File: config.mk
export PLATFORM = sky130hd
export DESIGN_NAME = sample_path_control
export DESIGN_NICKNAME = d
export VERILOG_FILES = /design/src/sample_path_pkg.sv /design/src/sample_path_control.sv
export SDC_FILE = /design/constraint.sdc
export NUM_CORES = 1
export LEC_CHECK = 0
export ABC_AREA = 1
export CORE_MARGIN = 8
export CORE_UTILIZATION = 55
export CTS_CLUSTER_SIZE = 20
export DETAILED_ROUTE_END_ITERATION = 12
export DONT_BUFFER_PORTS = 1
export PLACE_DENSITY = 0.7
export SETUP_SLACK_MARGIN = 0.4
export SLEW_MARGIN = 40
export SYNTH_ARGS = -nofsm -noshare
export SYNTH_HDL_FRONTEND = slang
export SYNTH_HIERARCHICAL = 1
export SYNTH_SLANG_ARGS = --single-unit
export TNS_END_PERCENT = 100
File: constraint.sdc
create_clock -name pclk -period 5.77 [get_ports pclk]
set_clock_uncertainty 0.05 [all_clocks]
set_input_delay 0.2885 -clock pclk [delete_from_list [all_inputs] [get_ports pclk]]
set_output_delay 0.2885 -clock pclk [all_outputs]
set_load 0.01 [all_outputs]
File: src/sample_path_pkg.sv
// package: register map, field layout, reset values and types of the sample path control
package sample_path_pkg;

    // ======================================
    // register indices and byte addresses
    localparam logic [11:0] SWAP_DLY_IDX = 12'h09b;
    localparam logic [11:0] DITHER_IDX = 12'h09d;
    localparam logic [11:0] MARKER_IDX = 12'h160;
    localparam int ADDR_W = 14;
    localparam logic [13:0] SWAP_DLY_ADDR = {SWAP_DLY_IDX, 2'b00};
    localparam logic [13:0] DITHER_ADDR = {DITHER_IDX, 2'b00};
    localparam logic [13:0] MARKER_ADDR = {MARKER_IDX, 2'b00};

    // ======================================
    // reset values
    localparam logic [7:0] SWAP_DLY_RESET = 8'h07;
    localparam logic [7:0] DITHER_RESET = 8'h00;
    localparam logic [7:0] MARKER_RESET = 8'h00;

    // ======================================
    // field positions
    localparam int SWAP_DLY_MSB = 4;
    localparam int SWAP_DLY_W = 5;
    localparam int DITH_ERR_BIT = 2;
    localparam int DITH_AMP_BIT = 1;
    localparam int DITH_EN_BIT = 0;
    localparam int MARKER_EN_BIT = 0;

    // ======================================
    // link advertisement and dither source
    localparam logic [1:0] ILA_CTRL_BITS = 2'h0;
    localparam logic [15:0] LFSR_SEED = 16'hace1;
    localparam logic [15:0] LFSR_TAPS = 16'hb400;

    // ======================================
    // types
    typedef struct packed {
        logic [SWAP_DLY_W-1:0] swap_dly;
        logic dith_err;
        logic dith_amp;
        logic dith_en;
        logic marker_en;
    } ctrl_t;

endpackage : sample_path_pkg

File: src/sample_path_control.sv
// module: sample path control registers, swap select delay, dither, lsb marker and fifo
//
// Functional notes
// - swap select delayed by five-bit field, reset seven
// - delay field accepts zero through thirty-one
// - delay applies only during background swap
// - bit two picks dither rounding error handling
// - bit one picks small or large dither
// - bit zero enables dither in path
// - marker enable puts timestamp on link word lsb
// - lane alignment reports zero control bits

// ======================================
// fifo
module sample_fifo #(
    parameter int WIDTH = 16,
    parameter int DEPTH = 16
) (
    input wire logic pclk,
    input wire logic presetn,
    input wire logic in_valid,
    output logic in_ready,
    input wire logic [WIDTH-1:0] in_data,
    output logic out_valid,
    input wire logic out_ready,
    output logic [WIDTH-1:0] out_data
);
    localparam int PTR_W = $clog2(DEPTH);
    logic [WIDTH-1:0] mem [DEPTH];
    logic [PTR_W-1:0] wr_ptr_reg, wr_ptr_next, rd_ptr_reg, rd_ptr_next;
    logic [PTR_W:0] count_reg, count_next;
    logic push, pop;

    assign in_ready = (count_reg != (PTR_W+1)'(DEPTH));
    assign out_valid = (count_reg != '0);
    assign push = in_valid && in_ready;
    assign pop = out_valid && out_ready;
    assign out_data = mem[rd_ptr_reg];

    always_comb begin
        wr_ptr_next = push ? wr_ptr_reg + 1'b1 : wr_ptr_reg;
        rd_ptr_next = pop ? rd_ptr_reg + 1'b1 : rd_ptr_reg;
        count_next = count_reg;
        if (push && !pop) begin
            count_next = count_reg + 1'b1;
        end else if (pop && !push) begin
            count_next = count_reg - 1'b1;
        end
    end

    always_ff @(posedge pclk or negedge presetn) begin
        if (!presetn) begin
            wr_ptr_reg <= '0;
            rd_ptr_reg <= '0;
            count_reg <= '0;
        end else begin
            wr_ptr_reg <= wr_ptr_next;
            rd_ptr_reg <= rd_ptr_next;
            count_reg <= count_next;
        end
    end

    always_ff @(posedge pclk) begin
        if (push) begin
            mem[wr_ptr_reg] <= in_data;
        end
    end
endmodule : sample_fifo

// ======================================
// top
module sample_path_control #(
    parameter int ADC_W = 9,
    parameter int FRAC_W = 2,
    parameter int LINK_W = 16,
    parameter int FIFO_DEPTH = 16
) (
    input wire logic pclk,
    input wire logic presetn,
    input wire logic psel,
    input wire logic penable,
    input wire logic pwrite,
    input wire logic [31:0] paddr,
    input wire logic [31:0] pwdata,
    output logic [31:0] prdata,
    output logic pready,
    output logic pslverr,
    input wire logic in_valid,
    output logic in_ready,
    input wire logic [ADC_W+FRAC_W-1:0] core_a_sample,
    input wire logic [ADC_W+FRAC_W-1:0] core_b_sample,
    input wire logic swap_active,
    input wire logic mux_select,
    input wire logic marker_in,
    input wire logic marker_input_receiver_enable,
    output logic out_valid,
    input wire logic out_ready,
    output logic [LINK_W-1:0] out_data,
    output logic [1:0] ila_control_bits,
    output logic mux_select_applied
);
    localparam int EXT_W = ADC_W + FRAC_W + 1;
    localparam int DLY_N = 1 << sample_path_pkg::SWAP_DLY_W;

    // ======================================
    // registers
    logic [7:0] swap_dly_reg, swap_dly_next;
    logic [7:0] dither_reg, dither_next;
    logic [7:0] marker_reg, marker_next;
    logic [31:0] prdata_reg, prdata_next;
    logic pslverr_next;
    logic addr_hit;
    logic [31:0] rd_value;
    sample_path_pkg::ctrl_t ctrl;

    always_comb begin
        addr_hit = 1'b1;
        rd_value = '0;
        unique case (paddr[sample_path_pkg::ADDR_W-1:0])
            sample_path_pkg::SWAP_DLY_ADDR: rd_value = {24'h0000_00, swap_dly_reg};
            sample_path_pkg::DITHER_ADDR: rd_value = {24'h0000_00, dither_reg};
            sample_path_pkg::MARKER_ADDR: rd_value = {24'h0000_00, marker_reg};
            default: addr_hit = 1'b0;
        endcase
        if (paddr[31:sample_path_pkg::ADDR_W] != '0) begin
            addr_hit = 1'b0;
            rd_value = '0;
        end
        swap_dly_next = swap_dly_reg;
        dither_next = dither_reg;
        marker_next = marker_reg;
        // reserved bits are stored as written, software keeps them at default
        if (psel && penable && pwrite && addr_hit) begin
            unique case (paddr[sample_path_pkg::ADDR_W-1:0])
                sample_path_pkg::SWAP_DLY_ADDR: swap_dly_next = pwdata[7:0];
                sample_path_pkg::DITHER_ADDR: dither_next = pwdata[7:0];
                sample_path_pkg::MARKER_ADDR: marker_next = pwdata[7:0];
                default: ;
            endcase
        end
        prdata_next = prdata_reg;
        pslverr_next = 1'b0;
        if (psel && !penable) begin
            prdata_next = pwrite ? '0 : rd_value;
            pslverr_next = !addr_hit;
        end else if (psel && penable) begin
            pslverr_next = pslverr;
        end
    end

    always_ff @(posedge pclk or negedge presetn) begin
        if (!presetn) begin
            swap_dly_reg <= sample_path_pkg::SWAP_DLY_RESET;
            dither_reg <= sample_path_pkg::DITHER_RESET;
            marker_reg <= sample_path_pkg::MARKER_RESET;
            prdata_reg <= '0;
            pslverr <= 1'b0;
        end else begin
            swap_dly_reg <= swap_dly_next;
            dither_reg <= dither_next;
            marker_reg <= marker_next;
            prdata_reg <= prdata_next;
            pslverr <= pslverr_next;
        end
    end

    assign pready = 1'b1;
    assign prdata = prdata_reg;
    assign ila_control_bits = sample_path_pkg::ILA_CTRL_BITS;

    always_comb begin
        ctrl.swap_dly = swap_dly_reg[sample_path_pkg::SWAP_DLY_MSB:0];
        ctrl.dith_err = dither_reg[sample_path_pkg::DITH_ERR_BIT];
        ctrl.dith_amp = dither_reg[sample_path_pkg::DITH_AMP_BIT];
        ctrl.dith_en = dither_reg[sample_path_pkg::DITH_EN_BIT];
        ctrl.marker_en = marker_reg[sample_path_pkg::MARKER_EN_BIT];
    end

    // ======================================
    // swap select delay line and dither source
    logic [DLY_N-1:0] sel_hist_reg, sel_hist_next;
    logic [15:0] lfsr_reg, lfsr_next;
    logic advance;
    logic fifo_in_ready;
    logic stage_valid_reg, stage_valid_next;
    logic [LINK_W-1:0] stage_data_reg, stage_data_next;

    assign in_ready = !stage_valid_reg || fifo_in_ready;
    assign advance = in_valid && in_ready;

    always_comb begin
        sel_hist_next = sel_hist_reg;
        lfsr_next = lfsr_reg;
        if (advance) begin
            sel_hist_next = {sel_hist_reg[DLY_N-2:0], mux_select};
            lfsr_next = lfsr_reg[0] ? ((lfsr_reg >> 1) ^ sample_path_pkg::LFSR_TAPS)
                                    : (lfsr_reg >> 1);
        end
        // delay counted in accepted samples, only while a swap runs
        mux_select_applied = mux_select;
        if (swap_active && ctrl.swap_dly != '0) begin
            mux_select_applied = sel_hist_reg[ctrl.swap_dly - 1'b1];
        end
    end

    // ======================================
    // sample formatting stage
    logic [ADC_W+FRAC_W-1:0] picked;
    logic [EXT_W-1:0] dither_term, round_term, sum;
    logic [ADC_W-1:0] quant;
    logic marker_bit;

    always_comb begin
        picked = mux_select_applied ? core_b_sample : core_a_sample;
        dither_term = '0;
        if (ctrl.dith_en) begin
            dither_term = ctrl.dith_amp ? EXT_W'(lfsr_reg[FRAC_W:0])
                                        : EXT_W'(lfsr_reg[FRAC_W-1:0]);
        end
        // random rounding spreads error as noise, fixed half rounding gives offset and spurs
        round_term = ctrl.dith_err ? EXT_W'(1) << (FRAC_W - 1)
                                   : EXT_W'(lfsr_reg[15:16-FRAC_W]);
        sum = EXT_W'(picked) + dither_term + round_term;
        quant = sum[EXT_W-1] ? {ADC_W{1'b1}} : sum[EXT_W-2:FRAC_W];
        marker_bit = marker_in && marker_input_receiver_enable;
        stage_data_next = stage_data_reg;
        stage_valid_next = stage_valid_reg && !fifo_in_ready;
        if (advance) begin
            stage_valid_next = 1'b1;
            // marker rides the same register as its sample
            if (LINK_W > ADC_W) begin
                stage_data_next = {quant, {(LINK_W-ADC_W){1'b0}}};
                if (ctrl.marker_en) begin
                    stage_data_next[0] = marker_bit;
                end
            end else begin
                stage_data_next = LINK_W'(quant);
                if (ctrl.marker_en) begin
                    stage_data_next[0] = marker_bit;
                end
            end
        end
    end

    always_ff @(posedge pclk or negedge presetn) begin
        if (!presetn) begin
            sel_hist_reg <= '0;
            lfsr_reg <= sample_path_pkg::LFSR_SEED;
            stage_valid_reg <= 1'b0;
            stage_data_reg <= '0;
        end else begin
            sel_hist_reg <= sel_hist_next;
            lfsr_reg <= lfsr_next;
            stage_valid_reg <= stage_valid_next;
            stage_data_reg <= stage_data_next;
        end
    end

    // ======================================
    // output fifo
    sample_fifo #(
        .WIDTH(LINK_W),
        .DEPTH(FIFO_DEPTH)
    ) u_fifo (
        .pclk(pclk),
        .presetn(presetn),
        .in_valid(stage_valid_reg),
        .in_ready(fifo_in_ready),
        .in_data(stage_data_reg),
        .out_valid(out_valid),
        .out_ready(out_ready),
        .out_data(out_data)
    );
endmodule : sample_path_control

==> run metrics, run 1 <==
Async SR Flop Fraction=29.1%; commonest non-fill, non-tap cells in the layout=nand2_1 (678), edfxtp_1 (256), inv_1 (167); post-layout util=62.4%; Worst Hold Path Cells=5; number of rows in the core area=63; Sinks on Clock Net=361; CP Max Fanout=19; NumNets Final=1983; vias per inst=5.09; Worst IR Drop VDD=260 uV; Crit. End Element=flip-flop; CP Data Required Time=6.17 ns; Pleak=0.00831 uW; pre-CTS setup slack=0.953 ns; Final Cycle Share=84.0%; post-route setup slack=0.923 ns; first-pass GRT wire length=59100 um; EDFF count, synth=256; Via Count=11600; DIE AREA=0.0360 sq mm; mapped cell area=0.0166 sq mm; Flop pwr share=42.7%; fraction of layout cells with a size suffix above 1=5.96%; min Tclk post-route=4.85 ns; TritonCTS clock tree=yes; cells after synthesis=1761; n_diodes=0; final setup vio count=0; Num CTS Buffers=38; crit path DAT=5.25 ns; vias in the first global route=11400; I/O Pins=152; WL final=36900 um; clock share of power=29.5%; combinational power share=27.8%; clock tree buffer depth=3; FF-to-FF path depth=22; final hold violation count=0; final slew viol count=0; routed len/inst=16.2 um; # Post-CTS Setup Buffers=0; Mean Syn Cell Area=9.42 sq um; starting density of the core=55.9%; Hold Path Class=in -> reg; Synth-to-Final Area Change=11.8%; Detailed Place HPWL=23100 um; DRT antenna net count=0; Sw Share=34.8%; register area share after synthesis=62.2%; Largest register FFs=256; type of the worst setup path=reg -> reg; Warnings, synthesis=6; RSZ-0062 raised after global routing=no; commonest non-fill, non-tap cell in the layout=nand2_1; DIE WIDTH=190 um; Synth cell types=45; relative slew slack=43.0%; Clock transition at path regs=0.06 ns; DRC violations left=0; CTS root buffer=clkbuf_16; first-pass detailed-route iteration total=5; Tot GR Track Use=20.6%; Die H=190 um; gpl congestion=0.866; grt ovf=0; largest net degree at the start of global routing=106; core area=0.0297 sq mm; I/O Buffers=0; Int Pwr=5310 uW; fmax=206 MHz; setup total negative slack=0 ns; clk_lat worst skew=0.51 ns; Yosys reg bits=361; initial antenna violation count=0; pwr dens=439 mW/mm^2; max-cap violations=0; Sw Pwr=2840 uW; slew at the pin closest to its max-slew limit=0.853 ns; status=completed; DR iter-0 viols=808; Post-synth top flop=edfxtp_1; CTS H-tree depth=2; CP Launch Type=flip-flop
[final timing paths]
path | start | end | slack (ns)
worst max-delay path | swap_dly_reg[0]$_DFFE_PN1P_ | stage_data_reg[11]$_DFFE_PN0P_ | 0.92
worst min-delay path | core_a_sample[7] | stage_data_reg[12]$_DFFE_PN0P_ | 0.04
worst max register to register | swap_dly_reg[0]$_DFFE_PN1P_ | stage_data_reg[11]$_DFFE_PN0P_ | 0.92
worst min register to register | lfsr_reg[11]$_DFFE_PN1P_ | lfsr_reg[11]$_DFFE_PN1P_ | 0.43
max in group asynchronous | presetn | u_fifo/rd_ptr_reg[0]$_DFFE_PN0P_ | 4.88
min in group asynchronous | presetn | stage_data_reg[9]$_DFFE_PN0P_ | 0.39
[routing by layer]
| layer | vias to the layer above | GRT usage (%) | wire length [um] |
|---|---|---|---|
| met2 | 341 | 36.8 | 18800 |
| met1 | 5488 | 24.5 | 14700 |
| met3 | 82 | 3.68 | 2400 |
| li1 | 5726 | - | - |
| met4 | 0 | 7.43 | 1050 |
| met5 | - | 0 | 0 |
[area by class of cell]
class,instances,area [sq um]
Tap cell,390,488
Clock buffer,50,1050
Fill cell,2422,11200
Multi-Input combinational cell,1251,5420
Inverter,175,667
Timing Repair Buffer,42,420
Clock inverter,16,180
Sequential cell,361,10300
[Yosys cell counts (2+ instances only)]
cell | n | area share, %
nand2_1 | 679 | 15
edfxtp_1 | 256 | 46
inv_1 | 167 | 3.8
nand3_1 | 154 | 4.6
nor2_1 | 143 | 3.2
dfrtp_1 | 94 | 14
o21ai_0 | 60 | 1.8
buf_4 | 38 | 1.7
clkbuf_1 | 20 | 0.45
buf_2 | 18 | 0.54
buf_6 | 15 | 1.0
ha_1 | 14 | 1.1
dfstp_2 | 11 | 1.7
a21oi_1 | 7 | 0.21
nor3_1 | 6 | 0.18
nor4_1 | 6 | 0.23
xnor2_1 | 6 | 0.32
xor2_1 | 6 | 0.32
nand2_2 | 5 | 0.19
nand4_1 | 5 | 0.19
a221oi_1 | 4 | 0.21
a31oi_1 | 4 | 0.15
nand2_4 | 4 | 0.27
nand3b_1 | 4 | 0.18
buf_1 | 3 | 0.068
clkinv_1 | 3 | 0.068
fa_1 | 3 | 0.36
inv_2 | 3 | 0.068
o21ai_1 | 3 | 0.090
o22ai_1 | 3 | 0.11
and3_1 | 2 | 0.075
conb_1 | 2 | 0.045
[per-stage QoR]
step                cells  cell area (sq um)  hold slack [ns]  power, uW
finish               2285              18600           0.0405       8150
global route         2285              18600           0.0715       8630
CTS                  2284              18500           0.0235       8210
detailed placement   2201              17100          -0.0524       5760
global placement     2199              17100          -0.0513       5660
floorplan            1882              17100          -0.0571       5170
[worst max-delay path, cell delays in order, from the launching register on]
cell      delay (ns)
dfstp_2         0.78
inv_8           0.11
ha_1            0.45
inv_1           0.24
nand3_1         0.13
nand3_1         0.11
nand3_1         0.08
nand3_1         0.11
nand3_4         0.15
nand2_4         0.22
mux2i_1         0.25
fa_1            0.42
o21bai_1        0.20
fa_1            0.47
inv_1           0.08
a21oi_1         0.06
inv_1           0.08
nand3_1         0.22
nor3_4          0.21
nand2_2         0.13
o21ai_1         0.10
nand2_1         0.06
nand2_1         0.07
[what timing repair did]
action / 4_1_cts / 5_1_grt
gates resized for setup: 0 / 0
hold buffers: 17 / 0
endpoints found under the hold margin: 138 / 0
[cells by family after synthesis]
family / after synthesis / synth area share, %
xor gates and xnor gates: 12 / 0.633
muxes: 1 / 0.0603
and+or+nand+nor: 1015 / 25.0
other: 2 / 0.0452
adders and majority gates: 17 / 1.42
AOI/OAI and AO/OA: 83 / 2.68
DFF: 361 / 62.2
buffers and inverters: 270 / 7.91
[power by group through the flow]
stage	sequential (uW)	clock (uW)	combinational, uW
finish	3480	2400	2270
global route	3520	2560	2550
CTS	3480	2460	2270
detailed placement	3530	0	2230
global placement	3570	0	2090
floorplan	3380	0	1790
Note: power is estimated with default switching activity, not from simulation.
==> inputs of run 2 (changes only) <==
==> constraint.sdc (replaced) <==
create_clock -name pclk -period 4.6 [get_ports pclk]
set_clock_uncertainty 0.05 [all_clocks]
set_input_delay 0.23 -clock pclk [delete_from_list [all_inputs] [get_ports pclk]]
set_output_delay 0.23 -clock pclk [all_outputs]
set_load 0.01 [all_outputs]
==> run 2 against run 1 <==
Via count increased by 0.27%. Worst hold slack got worse by 0.015 ns. Count of clock-buffer cells in the layout increased by 1. Fmax increased by 23%. Setup slack got worse by 0.26 ns. Global-route usage increased by 0.082 points. Die area unchanged.
==> run metrics, run 2 (synthesis gave the netlist of run 1 again) <==
I/O Buffers=0 (unchanged); final hold violation count=0 (unchanged); first-pass GRT wire length=59500 um (+0.65%); max-cap violations=0 (unchanged); PnR Total Power=10100 uW (+23%); TritonCTS clock tree=yes; Cell Chain, Critical Path=inv_8 > ha_4 > inv_1 > nand2_1 > nand2_2 > inv_1 > nand3_1 > nand3_1 > nand3_1 > nand3_4 > nand2_8 > mux2i_2 > fa_1 > o21bai_2 > fa_2 > inv_1 > a21oi_1 > inv_1 > nand3_4 > nor3_4 > nand2_2 > nand2_2 > nor2_1 > nor2_1; Worst IR Drop VDD=336 uV (+29%); DR iter-0 viols=885 (+9.5%); min Tclk post-route=3.94 ns (-0.910 ns); # fillers=2414 (-0.33%); setup total negative slack=0 ns (unchanged); fmax=254 MHz (+23%); starting density of the core=55.9% (unchanged); Pleak=0.00831 uW (about the same); commonest non-fill, non-tap cells in the layout=nand2_1 (678), edfxtp_1 (256), inv_1 (165); Worst path slowest cell=dfstp_2; first-pass detailed-route iteration total=5 (unchanged); fraction of layout cells with a size suffix above 1=6.67% (+0.71 points); core area=0.0297 sq mm (unchanged); Largest register FFs=256 (unchanged); Via Count=11700 (+0.27%); CP Data Required Time=4.99 ns (-1.18 ns); DIE AREA=0.0360 sq mm (unchanged); Detailed Place HPWL=22800 um (-1.4%); clock tree buffer depth=3 (unchanged); number of rows in the core area=63 (unchanged); Final Cycle Share=85.6% (+1.6 points); vias in the first global route=11300 (-0.55%); Sinks on Clock Net=361 (unchanged); hold worst-path end=stage_data_reg[12]$_DFFE_PN0P_; crit-path most repeated cell=inv_1; slowest stage delay, CP=0.58 ns (-0.20 ns); r2r setup slk=0.66 ns (-0.26 ns); relative slew slack=44.9% (+1.9 points); type of the worst setup path=reg -> reg; Clock transition at path regs=0.06 ns (about the same); grt ovf=0 (unchanged); final slew viol count=0 (unchanged); NumNets Final=1993 (+0.50%); DRC violations left=0 (unchanged); Num CTS Buffers=38 (unchanged); worst r2r src=swap_dly_reg[0]$_DFFE_PN1P_; FF-to-FF path depth=24 (+9.1%); Worst Hold Path Cells=6 (+1); CP top delay family=simple AND/OR/NAND/NOR gates; vias per inst=5.08 (-0.17%); initial antenna violation count=0 (unchanged); slew at the pin closest to its max-slew limit=0.825 ns (-0.0283 ns); Die H=190 um (unchanged); I/O Pins=152 (unchanged); Hold Path Class=in -> reg; DIE WIDTH=190 um (unchanged); gpl congestion=0.881 (+1.8%); status=completed; crit path DAT=4.32 ns (-0.93 ns); WL final=37200 um (+0.81%); commonest non-fill, non-tap cell in the layout=nand2_1; Critical R2R Capture=stage_data_reg[13]$_DFFE_PN0P_; CTS root buffer=clkbuf_16; pwr dens=540 mW/mm^2 (+23%); CTS H-tree depth=2 (unchanged); Crit. End Element=flip-flop; largest net degree at the start of global routing=106 (unchanged); CP Launch Type=flip-flop; Tot GR Track Use=20.6% (+0.082 points); final setup vio count=0 (unchanged); routed len/inst=16.2 um (+0.37%); RSZ-0062 raised after global routing=no; CP Max Fanout=19 (unchanged); DRT antenna net count=0 (unchanged); clk_lat worst skew=0.51 ns (about the same); worst path buffer plus inverter count=5 (+1); hold path start=core_a_sample[7]; Synth-to-Final Area Change=12.1%
[run 2: tightest hold or removal path, cell delays in order]
cell	delay, ns
inv_1	0.03
nand2_1	0.04
nand2_1	0.07
nand2_1	0.05
nand2_1	0.06
a21oi_1	0.05
[run 2: power breakdown]
group | switching, uW | leakage (uW) | internal (uW) | total, uW
combinational | 1960 | 0.00409 | 817 | 2780
sequential | 405 | 0.00365 | 4000 | 4410
clock | 1200 | 0.000570 | 1670 | 2870
total | 3560 | 0.00831 | 6490 | 10100
[run 2: metrics by stage]
stage	hold slack (ns)	utilization [%]	std cells	worst slack [ns]	area, sq um
after global placement	-0.110	57.5	2200	0.339	17100
after detailed placement	-0.110	57.6	2201	0.190	17100
after CTS	0.00206	62.4	2290	0.401	18500
after floorplan	-0.116	-	1882	0.447	17100
final	0.0259	62.6	2295	0.663	18600
after global routing	0.0608	62.6	2294	0.396	18600
[run 2: area by class of cell]
| class | instances | area, sq um | share of cell area (%) |
|---|---|---|---|
| tap | 390 | 488 | 2.62 |
| sequential | 361 | 10300 | 55.5 |
| timing repair buffer | 52 | 480 | 2.58 |
| clock buffer | 51 | 1060 | 5.72 |
| multi-input combinational | 1251 | 5470 | 29.4 |
| inverter | 175 | 672 | 3.61 |
| clock inverter | 14 | 93.8 | 0.504 |
| antenna | 1 | 2.50 | 0.0134 |
[run 2: worst max-delay path by stage]
stage                                     start                              to  depth (start not counted)
floorplan           swap_dly_reg[0]$_DFFE_PN1P_  stage_data_reg[11]$_DFFE_PN0P_                         26
global placement    swap_dly_reg[0]$_DFFE_PN1P_  stage_data_reg[11]$_DFFE_PN0P_                         22
detailed placement  swap_dly_reg[0]$_DFFE_PN1P_  stage_data_reg[13]$_DFFE_PN0P_                         22
CTS                 swap_dly_reg[0]$_DFFE_PN1P_  stage_data_reg[13]$_DFFE_PN0P_                         22
global route        swap_dly_reg[0]$_DFFE_PN1P_  stage_data_reg[11]$_DFFE_PN0P_                         22
finish              swap_dly_reg[0]$_DFFE_PN1P_  stage_data_reg[13]$_DFFE_PN0P_                         24
[run 2: per-layer routing]
layer,vias to the layer above,track usage [%],wire (um)
li1,5745,-,-
met1,5556,25.9,15600
met2,319,36.4,18800
met3,48,3.66,2090
met4,0,5.59,752
met5,-,0,0
[run 2: timing repair]
item	in CTS	in global routing
endpoints found under the setup margin	8	9
gates cloned	0	0
hold buffers	21	0
endpoints found under the hold margin	146	0
setup buffers	3	4
pin swaps	1	1
resized for setup	3	6
==> inputs of run 3 (changes only) <==
--- a/config.mk
+++ b/config.mk
@@ -7,11 +7,11 @@
 export LEC_CHECK = 0
 export ABC_AREA = 1
 export CORE_MARGIN = 8
-export CORE_UTILIZATION = 55
+export CORE_UTILIZATION = 70
 export CTS_CLUSTER_SIZE = 20
 export DETAILED_ROUTE_END_ITERATION = 12
 export DONT_BUFFER_PORTS = 1
-export PLACE_DENSITY = 0.7
+export PLACE_DENSITY = 0.86
 export SETUP_SLACK_MARGIN = 0.4
 export SLEW_MARGIN = 40
 export SYNTH_ARGS = -nofsm -noshare
==> constraint.sdc (replaced) <==
create_clock -name pclk -period 4.75 [get_ports pclk]
set_clock_uncertainty 0.05 [all_clocks]
set_input_delay 0.2375 -clock pclk [delete_from_list [all_inputs] [get_ports pclk]]
set_output_delay 0.2375 -clock pclk [all_outputs]
set_load 0.01 [all_outputs]
==> run 3 against run 2 <==
Setup slack worse by 0.013 ns. Highest routed layer unchanged. Combinational power about the same. Critical endpoint is now stage_data_reg[11]$_DFFE_PN0P_. Largest power group unchanged. Critical path type unchanged. Largest cell class unchanged. Routed wire length up 3.3%.
==> run metrics, run 3 (synthesis gave the netlist of run 1 again) <==
r2r setup slk=0.65 ns (about the same); final hold violation count=0 (unchanged); Pleak=0.00826 uW (-0.56%); core area=0.0234 sq mm (-21%); Crit. End Element=flip-flop; CTS H-tree depth=2 (unchanged); DIE AREA=0.0289 sq mm (-20%); relative slew slack=45.1% (+0.13 points); Final Cycle Share=86.3% (+0.72 points); Largest register FFs=256 (unchanged); clock tree buffer depth=3 (unchanged); PnR Total Power=9750 uW (-3.1%); type of the worst setup path=reg -> reg; hold worst-path end=pslverr$_DFFE_PN0P_; DR iter-0 viols=1246 (+41%); number of rows in the core area=56 (-11%); pre-CTS setup slack=0.238 ns (+0.0476 ns); fmax=244 MHz (-4.0%); grt ovf=0 (unchanged); vias in the first global route=12400 (+9.2%); Synth-to-Final Area Change=10.8%; initial antenna violation count=0 (unchanged); Worst Hold Path Cells=4 (-2); slew at the pin closest to its max-slew limit=0.824 ns (-0.000809 ns); post-route setup slack=0.650 ns (-0.0127 ns); I/O Pins=152 (unchanged); Detailed Place HPWL=23300 um (+2.1%); DRT antenna net count=0 (unchanged); commonest non-fill, non-tap cells in the layout=nand2_1 (679), edfxtp_1 (256), inv_1 (166); routed len/inst=17.4 um (+6.9%); Sinks on Clock Net=361 (unchanged); commonest non-fill, non-tap cell in the layout=nand2_1; hold path start=paddr[30]; clk_lat worst skew=0.51 ns (about the same); met3 Use GR=4.82% (+1.2 points); first-pass GRT wire length=61600 um (+3.5%); starting density of the core=70.9% (+15 points); crit path DAT=4.50 ns (+0.18 ns); fraction of layout cells with a size suffix above 1=6.33% (-0.34 points); status=completed; WL final=38500 um (+3.3%); RSZ-0062 raised after global routing=no; pwr dens=530 mW/mm^2 (-1.9%); largest net degree at the start of global routing=106 (unchanged); Tot GR Track Use=26.9% (+6.3 points); GR Util met1=31.6% (+5.7 points); TritonCTS clock tree=yes; final setup vio count=0 (unchanged); DIE WIDTH=170 um (-10%); NumNets Final=1984 (-0.45%); Die H=170 um (-10%); n_diodes=0 (-1); CP Data Required Time=5.15 ns (+0.16 ns); vias per inst=5.49 (+7.9%); met2 Use GR=47.8% (+11 points); CP Launch Type=flip-flop; Critical R2R Capture=stage_data_reg[11]$_DFFE_PN0P_; gpl congestion=0.873 (-1.0%); max-cap violations=0 (unchanged); # fillers=1445 (-40%); final slew viol count=0 (unchanged); Num CTS Buffers=36 (-5.3%); Worst IR Drop VDD=360 uV (+7.2%); FF-to-FF path depth=22 (-8.3%); first-pass detailed-route iteration total=5 (unchanged); CP Max Fanout=19 (unchanged); Hold Path Class=in -> reg; CTS root buffer=clkbuf_16; Clock transition at path regs=0.06 ns (about the same); DRC violations left=0 (unchanged); setup total negative slack=0 ns (unchanged); min Tclk post-route=4.10 ns (+0.163 ns); Via Count=12200 (+4.2%); I/O Buffers=0 (unchanged); GRT busiest layer=met2; worst r2r src=swap_dly_reg[0]$_DFFE_PN1P_
## run 3: changes by cell type in the layout (fill, tap and decap cells not counted), moves of 2 or more
cell	change
buf_4	-4
clkbuf_1	-3
clkinv_1	+3
dlygate4sd3_1	-3
clkbuf_16	-2
clkinv_2	+2
nor2_1	-2
nor2_2	+2
## run 3: layout make-up
cell class / instances / area (sq um) / area share (%)
clock buffers: 44 / 982 / 5.34
clock inverters: 21 / 133 / 0.721
inverters: 175 / 669 / 3.64
multi-input cells: 1251 / 5450 / 29.6
flip-flops and latches: 361 / 10300 / 56.2
well taps: 319 / 399 / 2.17
repair buffers: 45 / 420 / 2.29
## run 3: power breakdown
part	internal (uW)	leakage, uW	switching [uW]
Combinational	793	0.00406	1990
Sequential	3870	0.00365	414
Clock	1530	0.000551	1150
## run 3: through the flow
| stage | instance area (sq um) | hold WS, ns | util, % | cells |
|---|---|---|---|---|
| after detailed placement | 17000 | -0.101 | 72.8 | 2130 |
| after global placement | 17000 | -0.0999 | 72.6 | 2129 |
| after global routing | 18400 | 0.0423 | 78.6 | 2216 |
| final | 18400 | 0.0138 | 78.6 | 2216 |
| after CTS | 18400 | 0.00171 | 78.4 | 2213 |
| after floorplan | 17100 | -0.108 | - | 1882 |
## run 3: how the worst max path moves through the flow
stage | end | startpoint | cells after the start | slack (ns)
after global placement | stage_data_reg[11]$_DFFE_PN0P_ | swap_dly_reg[0]$_DFFE_PN1P_ | 22 | 0.40
after detailed placement | stage_data_reg[11]$_DFFE_PN0P_ | swap_dly_reg[0]$_DFFE_PN1P_ | 22 | 0.24
final | stage_data_reg[11]$_DFFE_PN0P_ | swap_dly_reg[0]$_DFFE_PN1P_ | 22 | 0.65
after CTS | stage_data_reg[11]$_DFFE_PN0P_ | swap_dly_reg[0]$_DFFE_PN1P_ | 22 | 0.43
after global routing | stage_data_reg[11]$_DFFE_PN0P_ | swap_dly_reg[0]$_DFFE_PN1P_ | 22 | 0.39
after floorplan | stage_data_reg[11]$_DFFE_PN0P_ | swap_dly_reg[0]$_DFFE_PN1P_ | 26 | 0.48
## run 3: worst max-delay path: stages (launching register included)
cell and delay [ns]:
dfstp_2 0.59, inv_8 0.07, ha_2 0.37, inv_4 0.12
nand3_1 0.09, nand3_1 0.08, nand3_1 0.07, nand3_1 0.13
nand3_4 0.14, nand2_8 0.12, mux2i_2 0.21, fa_1 0.43
o21bai_1 0.21, fa_1 0.47, inv_1 0.07, a21oi_1 0.06
inv_1 0.07, nand3_2 0.13, nor3_4 0.18, nand2_2 0.13
o21ai_1 0.10, nand2_1 0.07, nand2_1 0.07
## run 3: layer usage
metal / part of all wire [%] / vias to the layer above / wire length (um)
met5: 0 / - / 0
met3: 7.8 / 102 / 3010
met4: 3.8 / 0 / 1450
met2: 51 / 558 / 19600
li1: - / 5727 / -
met1: 37 / 5769 / 14400
## run 3: what timing repair did
item                       CTS  global route
buffers inserted             0             3
pin swaps                    0             1
resized for setup            3             3
setup endpoints to repair    8             9
hold buffers                18             0
hold endpoints to repair   138             0
